[config.mk]
export PLATFORM = sky130hd
export DESIGN_NAME = performance_monitor_error_counters
export DESIGN_NICKNAME = d
export VERILOG_FILES = /design/src/performance_monitor_pkg.sv /design/src/performance_monitor_error_counters.sv
export SDC_FILE = /design/constraint.sdc
export NUM_CORES = 1
export LEC_CHECK = 0
export BUFFER_PORTS_ARGS = -buffer_cell sky130_fd_sc_hd__buf_4
export CORE_ASPECT_RATIO = 1.1
export CORE_UTILIZATION = 45
export DETAILED_ROUTE_END_ITERATION = 10
export PLACE_DENSITY = 0.7
export SLEW_MARGIN = 5
export SYNTH_ARGS = -nofsm -noshare
export SYNTH_HDL_FRONTEND = slang
export SYNTH_SLANG_ARGS = --single-unit
[constraint.sdc]
create_clock -name ref_clk_i -period 3.6 [get_ports ref_clk_i]
set_clock_uncertainty 0.05 [all_clocks]
set_input_delay 0.36 -clock ref_clk_i [delete_from_list [all_inputs] [get_ports ref_clk_i]]
set_output_delay 0.36 -clock ref_clk_i [all_outputs]
set_load 0.1 [all_outputs]
[src/performance_monitor_pkg.sv]
// Package for the performance-monitor error counter bank
package performance_monitor_pkg;

  // ----------------------------------------------------------------
  // Register map (byte addresses)
  // ----------------------------------------------------------------
  localparam int unsigned ADDR_W      = 12;
  localparam int unsigned DATA_W      = 32;
  localparam logic [11:0] ZV_HIGH_OFS = 12'h914;
  localparam logic [11:0] ZV_LOW_OFS  = 12'h918;
  localparam logic [11:0] FCS2_OFS    = 12'h91c;
  localparam logic [11:0] FCS3_OFS    = 12'h92c;

  // ----------------------------------------------------------------
  // Counter widths and reset values
  // ----------------------------------------------------------------
  localparam int unsigned CNT_W       = 8;
  localparam int unsigned ZV_W        = 16;
  localparam int unsigned FCS_NUM     = 2;
  localparam logic [7:0]  CNT_RST     = 8'h00;
  localparam logic [15:0] ZV_RST      = 16'h0000;
  localparam logic [31:0] RDATA_RST   = 32'h0000_0000;

  // ----------------------------------------------------------------
  // Types
  // ----------------------------------------------------------------
  typedef struct packed {
    logic ezv;
    logic fcs2;
    logic fcs3;
  } performance_monitor_events_s;

  typedef enum logic [4:0] {
    SEL_NONE = 5'b00001,
    SEL_ZVH  = 5'b00010,
    SEL_ZVL  = 5'b00100,
    SEL_FCS2 = 5'b01000,
    SEL_FCS3 = 5'b10000
  } reg_sel_e;

  function automatic reg_sel_e addr_decode(input logic [11:0] addr);
    reg_sel_e sel;
    sel = SEL_NONE;
    if (addr == ZV_HIGH_OFS) sel = SEL_ZVH;
    if (addr == ZV_LOW_OFS)  sel = SEL_ZVL;
    if (addr == FCS2_OFS)    sel = SEL_FCS2;
    if (addr == FCS3_OFS)    sel = SEL_FCS3;
    return sel;
  endfunction

endpackage

[src/performance_monitor_error_counters.sv]
// Clear-on-read error counter bank with APB slave access
`timescale 1ns/1ps

module performance_monitor_error_counters (
  input  wire logic                     ref_clk_i,
  input  wire logic                     nrst_i,
  input  wire logic                     psel_i,
  input  wire logic                     penable_i,
  input  wire logic                     pwrite_i,
  input  wire logic [performance_monitor_pkg::ADDR_W-1:0] paddr_i,
  input  wire logic [performance_monitor_pkg::DATA_W-1:0] pwdata_i,
  input  wire performance_monitor_pkg::performance_monitor_events_s   events_i,
  output logic      [performance_monitor_pkg::DATA_W-1:0] prdata_o,
  output logic                          pready_o,
  output logic                          pslverr_o
);
  import performance_monitor_pkg::*;

  // ----------------------------------------------------------------
  // Saturating counter step
  // ----------------------------------------------------------------
  function automatic logic [7:0] cnt8_nxt(input logic [7:0] cnt,
                                          input logic       clr,
                                          input logic       ev);
    logic [7:0] res;
    res = cnt;
    if (clr) begin
      res = {7'h00, ev};
    end else if (ev && (cnt != 8'hff)) begin
      res = cnt + 8'h01;
    end
    return res;
  endfunction

  // ----------------------------------------------------------------
  // Bus decode
  // ----------------------------------------------------------------
  reg_sel_e         sel;
  logic             setup;
  logic             rd_setup;
  logic             rd_zvh;
  logic             rd_zvl;
  logic [FCS_NUM-1:0] rd_fcs;
  logic [FCS_NUM-1:0] fcs_ev;
  logic             access;
  logic             wdata_seen;

  assign sel        = addr_decode(paddr_i);
  assign setup      = psel_i && !penable_i;
  assign rd_setup   = setup && !pwrite_i;
  assign access     = psel_i && penable_i;
  assign rd_zvh     = rd_setup && (sel == SEL_ZVH);
  assign rd_zvl     = rd_setup && (sel == SEL_ZVL);
  assign rd_fcs[0]  = rd_setup && (sel == SEL_FCS2);
  assign rd_fcs[1]  = rd_setup && (sel == SEL_FCS3);
  assign fcs_ev[0]  = events_i.fcs2;
  assign fcs_ev[1]  = events_i.fcs3;
  // Counters are read-only; write data is accepted and dropped
  assign wdata_seen = |pwdata_i;

  // ----------------------------------------------------------------
  // Zero violation counter
  // ----------------------------------------------------------------
  logic [ZV_W-1:0]  zv_cnt_r;
  logic [ZV_W-1:0]  zv_cnt_nxt;
  logic [CNT_W-1:0] zv_low_snap_r;
  logic             zv_armed_r;

  always_comb begin
    zv_cnt_nxt = zv_cnt_r;
    if (rd_zvh) begin
      zv_cnt_nxt = {15'h0000, events_i.ezv};
    end else if (events_i.ezv && (zv_cnt_r != 16'hffff)) begin
      zv_cnt_nxt = zv_cnt_r + 16'h0001;
    end
  end

  always_ff @(posedge ref_clk_i or negedge nrst_i) begin
    if (!nrst_i) begin
      zv_cnt_r <= ZV_RST;
    end else begin
      zv_cnt_r <= zv_cnt_nxt;
    end
  end

  // High read freezes the low byte until the paired low read
  always_ff @(posedge ref_clk_i or negedge nrst_i) begin
    if (!nrst_i) begin
      zv_armed_r    <= 1'b0;
      zv_low_snap_r <= CNT_RST;
    end else if (rd_zvh) begin
      zv_armed_r    <= 1'b1;
      zv_low_snap_r <= zv_cnt_r[7:0];
    end else if (rd_zvl && zv_armed_r) begin
      zv_armed_r    <= 1'b0;
      zv_low_snap_r <= CNT_RST;
    end
  end

  // ----------------------------------------------------------------
  // FCS error counters, one per LAPD controller
  // ----------------------------------------------------------------
  logic [CNT_W-1:0] fcs_cnt_r [FCS_NUM];

  for (genvar i = 0; i < FCS_NUM; i++) begin : g_fcs
    always_ff @(posedge ref_clk_i or negedge nrst_i) begin
      if (!nrst_i) begin
        fcs_cnt_r[i] <= CNT_RST;
      end else begin
        fcs_cnt_r[i] <= cnt8_nxt(fcs_cnt_r[i], rd_fcs[i], fcs_ev[i]);
      end
    end
  end

  // ----------------------------------------------------------------
  // Read data and error response
  // ----------------------------------------------------------------
  logic [DATA_W-1:0] prdata_r;
  logic              slverr_r;

  always_ff @(posedge ref_clk_i or negedge nrst_i) begin
    if (!nrst_i) begin
      prdata_r <= RDATA_RST;
    end else if (rd_setup) begin
      unique case (sel)
        SEL_ZVH:  prdata_r <= {24'h000000, zv_cnt_r[15:8]};
        SEL_ZVL:  prdata_r <= {24'h000000, zv_armed_r ? zv_low_snap_r : zv_cnt_r[7:0]};
        SEL_FCS2: prdata_r <= {24'h000000, fcs_cnt_r[0]};
        SEL_FCS3: prdata_r <= {24'h000000, fcs_cnt_r[1]};
        SEL_NONE: prdata_r <= RDATA_RST;
      endcase
    end
  end

  always_ff @(posedge ref_clk_i or negedge nrst_i) begin
    if (!nrst_i) begin
      slverr_r <= 1'b0;
    end else if (setup) begin
      slverr_r <= (sel == SEL_NONE) || (wdata_seen && 1'b0);
    end
  end

  assign prdata_o  = prdata_r;
  assign pready_o  = 1'b1;
  assign pslverr_o = slverr_r && access;

  // ----------------------------------------------------------------
  // Checks
  // ----------------------------------------------------------------
  AST_ZV_INC: assert property (
    @(posedge ref_clk_i) disable iff (!nrst_i)
    (events_i.ezv && !rd_zvh && (zv_cnt_r != 16'hffff))
      |=> (zv_cnt_r == $past(zv_cnt_r) + 16'h0001))
    else $error("zero violation count did not advance");

  AST_ZV_HOLD: assert property (
    @(posedge ref_clk_i) disable iff (!nrst_i)
    (!events_i.ezv && !rd_zvh) |=> $stable(zv_cnt_r))
    else $error("zero violation count moved without cause");

  AST_ZV_HIGH_CLEAR: assert property (
    @(posedge ref_clk_i) disable iff (!nrst_i)
    rd_zvh |=> (zv_cnt_r == {15'h0000, $past(events_i.ezv)}))
    else $error("high byte read did not restart the count");

  AST_ZV_HIGH_DATA: assert property (
    @(posedge ref_clk_i) disable iff (!nrst_i)
    rd_zvh |=> (prdata_o == {24'h000000, $past(zv_cnt_r[15:8])}))
    else $error("high byte read returned wrong data");

  AST_ZV_PAIR: assert property (
    @(posedge ref_clk_i) disable iff (!nrst_i)
    (rd_zvh ##1 (!rd_zvh && !rd_zvl) [*1] ##1 rd_zvl)
      |=> (prdata_o[7:0] == $past(zv_cnt_r[7:0], 3)))
    else $error("paired low read not coherent with high read");

  AST_ZV_ARM: assert property (
    @(posedge ref_clk_i) disable iff (!nrst_i)
    rd_zvh |=> zv_armed_r ##0 (zv_low_snap_r == $past(zv_cnt_r[7:0])))
    else $error("high byte read did not arm the low byte");

  AST_ZV_DISARM: assert property (
    @(posedge ref_clk_i) disable iff (!nrst_i)
    (rd_zvl && zv_armed_r && !rd_zvh) |=> (!zv_armed_r && (zv_low_snap_r == CNT_RST)))
    else $error("low byte read did not complete the clear");

  AST_ZV_LOW_NOCLR: assert property (
    @(posedge ref_clk_i) disable iff (!nrst_i)
    (rd_zvl && !zv_armed_r && !events_i.ezv) |=> $stable(zv_cnt_r))
    else $error("unpaired low read cleared the count");

  AST_FCS2_CLEAR: assert property (
    @(posedge ref_clk_i) disable iff (!nrst_i)
    rd_fcs[0] |=> ((prdata_o == {24'h000000, $past(fcs_cnt_r[0])})
                   && (fcs_cnt_r[0] == {7'h00, $past(events_i.fcs2)})))
    else $error("controller 2 counter read or clear wrong");

  AST_FCS3_CLEAR: assert property (
    @(posedge ref_clk_i) disable iff (!nrst_i)
    rd_fcs[1] |=> ((prdata_o == {24'h000000, $past(fcs_cnt_r[1])})
                   && (fcs_cnt_r[1] == {7'h00, $past(events_i.fcs3)})))
    else $error("controller 3 counter read or clear wrong");

  AST_FCS_INC: assert property (
    @(posedge ref_clk_i) disable iff (!nrst_i)
    (events_i.fcs2 && !rd_fcs[0] && (fcs_cnt_r[0] != 8'hff))
      |=> (fcs_cnt_r[0] == $past(fcs_cnt_r[0]) + 8'h01))
    else $error("controller 2 counter did not advance");

  AST_CLEAR_EVENT: assert property (
    @(posedge ref_clk_i) disable iff (!nrst_i)
    (rd_fcs[1] && events_i.fcs3) |=> (fcs_cnt_r[1] == 8'h01))
    else $error("event lost during clearing read");

  AST_SLVERR: assert property (
    @(posedge ref_clk_i) disable iff (!nrst_i)
    (setup && (sel == SEL_NONE)) |=> (access |-> pslverr_o))
    else $error("unmapped access not flagged");

  AST_MAPPED_NO_ERR: assert property (
    @(posedge ref_clk_i) disable iff (!nrst_i)
    (setup && (sel != SEL_NONE)) |=> (access |-> !pslverr_o))
    else $error("mapped access flagged as error");

  AST_UNMAPPED_RDATA: assert property (
    @(posedge ref_clk_i) disable iff (!nrst_i)
    (rd_setup && (sel == SEL_NONE)) |=> (prdata_o == RDATA_RST))
    else $error("unmapped read returned nonzero data");

  AST_RDATA_HOLD: assert property (
    @(posedge ref_clk_i) disable iff (!nrst_i)
    !rd_setup |=> $stable(prdata_o))
    else $error("read data changed outside a read setup");

  // ----------------------------------------------------------------
  // Counter checks, LAPD controllers
  // ----------------------------------------------------------------
  AST_FCS3_INC: assert property (
    @(posedge ref_clk_i) disable iff (!nrst_i)
    (events_i.fcs3 && !rd_fcs[1] && (fcs_cnt_r[1] != 8'hff))
      |=> (fcs_cnt_r[1] == $past(fcs_cnt_r[1]) + 8'h01))
    else $error("controller 3 counter did not advance");

  AST_FCS2_HOLD: assert property (
    @(posedge ref_clk_i) disable iff (!nrst_i)
    (!events_i.fcs2 && !rd_fcs[0]) |=> $stable(fcs_cnt_r[0]))
    else $error("controller 2 counter moved without cause");

  AST_FCS3_HOLD: assert property (
    @(posedge ref_clk_i) disable iff (!nrst_i)
    (!events_i.fcs3 && !rd_fcs[1]) |=> $stable(fcs_cnt_r[1]))
    else $error("controller 3 counter moved without cause");

  AST_FCS2_SAT: assert property (
    @(posedge ref_clk_i) disable iff (!nrst_i)
    ((fcs_cnt_r[0] == 8'hff) && !rd_fcs[0]) |=> (fcs_cnt_r[0] == 8'hff))
    else $error("controller 2 counter left saturation");

  AST_FCS3_SAT: assert property (
    @(posedge ref_clk_i) disable iff (!nrst_i)
    ((fcs_cnt_r[1] == 8'hff) && !rd_fcs[1]) |=> (fcs_cnt_r[1] == 8'hff))
    else $error("controller 3 counter left saturation");

  AST_FCS2_CLEAR_EVENT: assert property (
    @(posedge ref_clk_i) disable iff (!nrst_i)
    (rd_fcs[0] && events_i.fcs2) |=> (fcs_cnt_r[0] == 8'h01))
    else $error("controller 2 event lost during clearing read");

  // ----------------------------------------------------------------
  // Counter checks, zero violations
  // ----------------------------------------------------------------
  AST_ZV_CLEAR_EVENT: assert property (
    @(posedge ref_clk_i) disable iff (!nrst_i)
    (rd_zvh && events_i.ezv) |=> (zv_cnt_r == 16'h0001))
    else $error("zero violation event lost during clearing read");

  AST_ZV_LOW_LIVE: assert property (
    @(posedge ref_clk_i) disable iff (!nrst_i)
    (rd_zvl && !zv_armed_r) |=> (prdata_o == {24'h000000, $past(zv_cnt_r[7:0])}))
    else $error("unpaired low read returned wrong data");

  AST_ZV_LOW_SNAP: assert property (
    @(posedge ref_clk_i) disable iff (!nrst_i)
    (rd_zvl && zv_armed_r) |=> (prdata_o == {24'h000000, $past(zv_low_snap_r)}))
    else $error("paired low read did not return the snapshot");

  AST_ZV_SNAP_HOLD: assert property (
    @(posedge ref_clk_i) disable iff (!nrst_i)
    (zv_armed_r && !rd_zvh && !rd_zvl) |=> (zv_armed_r && $stable(zv_low_snap_r)))
    else $error("low byte snapshot changed while armed");

  AST_ZV_LOW_KEEP: assert property (
    @(posedge ref_clk_i) disable iff (!nrst_i)
    (rd_zvl && !zv_armed_r) |=> !zv_armed_r)
    else $error("unpaired low read armed the pair");

endmodule

; ---- Word-level counts from Yosys, hierarchy flattened
; Index checks and enable logic that the tools add are counted.
; Widths: inputs -> output; s select.
[op_classes]
add_sub_neg = 3
eq_ne = 12
reduce_logical = 18
muxes = 16
[ops]
columns = op, count
row1 = $pmux 32 s5, 1
row2 = $mux 8, 7
row3 = $eq 12x12->1 const B, 4
row4 = $mux 16, 2
row5 = $add 16x1->16 const B, 1
row6 = $add 8x1->8 const B, 2
row7 = $ne 16x16->1 const B, 1
row8 = $ne 8x8->1 const B, 2
row9 = $logic_and 1x1->1, 12
row10 = $reduce_bool 2->1, 4
row11 = $eq 5x1->1 const B, 1
row12 = $eq 5x2->1 const B, 1
row13 = $eq 5x3->1 const B, 1
row14 = $eq 5x4->1 const B, 1
row15 = $eq 5x5->1 const B, 1
row16 = $mux 5, 1
row17 = $mux 4, 1
row18 = $mux 3, 1
row19 = $logic_not 1->1, 2
row20 = $mux 1, 2
row21 = $mux 2, 1
[word_totals]
inputBits = 52
wordCells = 56
out_inout_bits = 34
reg_bits = 74

; ---- Depth between registers and ports, before layout
[logic_depth]
word_depth = 10
depth_mapped = 7

; ---- Least setup slack after synthesis
; OpenSTA, ideal clock, no wires.
[synth_timing]
path_kind = reg2reg
from = reg zv_cnt_r[0]
to = reg zv_cnt_r[4]
t_required_ns = 3.473
path_slack_ns = 1.873
stages_incl_launch_ff = 7
arrival_ns = 1.599
synth_period_minus_slack_ns = 1.727
path_cell_list = dfrtp_1 ha_1 nand4_1 nor4_2 buf_4 or3_2 a21oi_1
[synth_between]
elab_chain_len = 3
[synth_lines]
columns = item, line_no
row1 = "start, declared", performance_monitor_error_counters.sv:64  ; logic [ZV_W-1:0] zv_cnt_r;
row2 = "start signal, assigned", performance_monitor_error_counters.sv:82  ; zv_cnt_r <= zv_cnt_nxt;
row3 = $add 16x1->16 / $ne 16x16->1 (equally long branches), "performance_monitor_error_counters.sv:74, performance_monitor_error_counters.sv:73"
row4 = $mux 16 / $logic_and 1x1->1 (equally long branches), performance_monitor_error_counters.sv:73  ; end else if (events_i.ezv && (zv_cnt_r != 16'hffff)) begin
row5 = $mux 16 / $reduce_bool 2->1 (equally long branches), n/a
; Several ways; a longest one is shown, not always the timed one. The select of a mux whose other input is x is not followed.
; A chain may end at the register's enable or synchronous reset.

; ---- Worst setup path after layout
[layout_timing]
from = reg zv_cnt_r[0]
to = reg zv_cnt_r[9]
; Same word-level chain as after synthesis.

==> impl_metrics.toml <==
[global_routing]
grt_pass1_vias = 2236
grt_max_degree = 51
grt_usage = 0.1948
grt.overflow.total = 0
grt_pass1_wl_mm = 10.68
antenna_found_initial = 0

[timing]
setup_viol = 0
fin_ws_ns = 1.598
rsz0062_at_grt = "no"
timing.setup.tns_ns = 0
slew-limit-headroom = 0.4353
layout_min_cycle_time_ns = 2.002
slew_violations = 0
max_freq_ghz = 0.4996
min_period_over_period = 0.5560
final_hold_viol_count = 0
worst_pin_slew_ns = 0.8425

[power]
power_mw = 1.667
cellPowerDensity_nw_per_um2 = 496.8
leakage_nw = 1.509
vdd_ir_drop_max_uv = 238.9

[yosys]
synthFlopType = "dfrtp_1"
syn_avg_cell_area_um2 = 9.634
syn_area_um2 = 3083
ys_seq_elements = 50
netlist_instances = 320
ys_seq_area_frac = 0.4058
synthArstFlopShare = 1.000
synth-edff-count = 0
synth_warnings = 0
ys_types = 53

[clock_tree]
clk_latency_ns = 0.31
cts_tree = "done"
cts_hold_buf = 0
cts-root-buf = "clkbuf_8"
clock_sinks = 50
htreeDepth = 2
cts-resized-gates = 0
cts-buffers-inserted = 5
cts_setup_buffers = 0
clock_path_buffers = 2
clk_pin_slew_ns = 0.10

[setup_path]
worstPathMaxFanout = 21
critPathLaunchType = "register"
worstPathArrival_ns = 2.18
path_class = "register to register"
rr_worst_depth = 6
worst_ep_required_time_ns = 3.78
cp-end-kind = "register"

[final_layout]
area_delta_synth_final_pct = 8.847
drive_gt1_frac = 0.1871
layout.nets = 396
diodes = 0

[floorplan]
initial_core_util = 0.4676
die_x_um = 80.92
fp.coreArea_um2 = 6594
rows = 31
io_pins = 86
die-area_um2 = 7187
die_h_um = 88.81

[detailed_routing]
ant_nets = 0
wl_mm = 6.559
wl_per_cell_um = 15.47
via_count = 2448
vias_per_cell = 5.774
drc_errors = 0
first_pass_iters = 4
drt_iter0_markers = 203

[hold_path]
holdCritPathClass = "input pin to async pin"

[placement]
gp_congestion = 0.8116
dp_hpwl_mm = 4.704
port_buffers = 28
dp_slack_ns = 1.349

[outcome]
outcome = "finished, final reports clean"

[job]
maxCapViolCount = 0
-- per-stage QoR --
stage / util / area, µm² / hold WS, ns / cells
6_report: 0.5089 / 3356 / 0.002074 / 424
5_1_grt: 0.5089 / 3356 / 0.06188 / 424
4_1_cts: 0.5089 / 3356 / 0.03677 / 424
3_5_place_dp: 0.4930 / 3251 / 0.3776 / 416
3_3_place_gp: 0.4930 / 3251 / 0.3798 / 416
2_1_floorplan: - / 3169 / 0.01441 / 343
-- layer usage --
metal	up-vias	GRT usage	wire length, µm
met2	62	0.3178	3174
met4	0	0.06331	73
met1	1200	0.2613	3019
met5	-	0	0
li1	1180	-	-
met3	6	0.03402	292
-- layout by cell type, fill, tap and decap left out, types with 6 or more instances in the layout --
cell type and instances:
clkbuf_8 7, a221o_1 9, a22oi_1 8, a22o_1 8, o31ai_1 6, or3_1 6
a21oi_1 14, conb_1 25, inv_1 8, mux2i_1 8, nand2_1 15, mux2_2 16
o21ai_0 13, nor2_1 29, nand3_1 11, buf_4 30, nand4_1 11, dfrtp_1 50
-- sequential cells by signal (all words and copies together), names as in the netlist --
name	flops
fcs_cnt_r	16
prdata_o	8
slverr_r	1
zv_armed_r	1
zv_cnt_r	16
zv_low_snap_r	8
-- worst max-delay path, cell delays in order (launching register included) --
cell     delay, ns
dfrtp_1       0.47
ha_1          0.28
nand4_1       0.21
nor4_2        0.07
buf_4         0.19
or4_1         0.47
a21oi_1       0.16
-- final timing paths --
path,start,to,slack [ns]
worst min register to register,slverr_r$_DFFE_PN0P_,slverr_r$_DFFE_PN0P_,0.44
worst min-delay path,nrst_i,fcs_cnt_r[7]$_DFFE_PN0P_,0.002
worst max-delay path,zv_cnt_r[0]$_DFFE_PN0P_,zv_cnt_r[9]$_DFFE_PN0P_,1.60
max in group asynchronous,nrst_i,fcs_cnt_r[8]$_DFFE_PN0P_,3.04
worst max register to register,zv_cnt_r[0]$_DFFE_PN0P_,zv_cnt_r[9]$_DFFE_PN0P_,1.60
min in group ref_clk_i,events_i[1],fcs_cnt_r[8]$_DFFE_PN0P_,0.28
-- synth_stat cells (6+ instances only) --
cell type,count,area (µm²)
buf_4,27,202.7
a22o_1,8,70.07
o31ai_1,6,45.04
nand4_1,11,68.82
mux2_2,16,180.2
nor2_1,29,108.9
nand3_1,11,55.05
buf_2,6,30.03
mux2i_1,8,80.08
o21ai_0,13,65.06
clkbuf_1,6,22.52
nand2_1,15,56.30
dfrtp_1,50,1251
a22oi_1,8,60.06
a221o_1,9,90.09
or3_1,6,37.54
a21oi_1,14,70.07
inv_1,8,30.03
-- where the power goes --
part / switching, mW / leakage, nW / internal [mW]
combinational: 0.303 / 0.812 / 0.163
clock: 0.191 / 0.0544 / 0.176
sequential: 0.168 / 0.642 / 0.666
total: 0.662 / 1.51 / 1.00
-- kinds of logic (layout without fill, tap and decap cells) --
kind of cell / count (synthesis) / count (layout) / share of synthesized area
AOI/OAI and AO/OA: 74 / 74 / 0.1713
xor gates and xnor gates: 5 / 5 / 0.01420
adders and majority gates: 3 / 3 / 0.01218
buffers and inverters: 47 / 46 / 0.09253
DFF: 50 / 50 / 0.4058
muxes: 24 / 24 / 0.08442
other: 2 / 25 / 0.002436
and+or+nand+nor: 115 / 115 / 0.2171
-- layout make-up --
class,instances,area (µm²)
clock buffer,7,96.34
fill,615,3238
timing repair buffer,30,225.2
tap,82,102.6
clock inverter,1,8.758
multi-input combinational,246,1642
sequential,50,1251
inverter,8,30.03
Note: power is estimated with default switching activity, not from simulation.
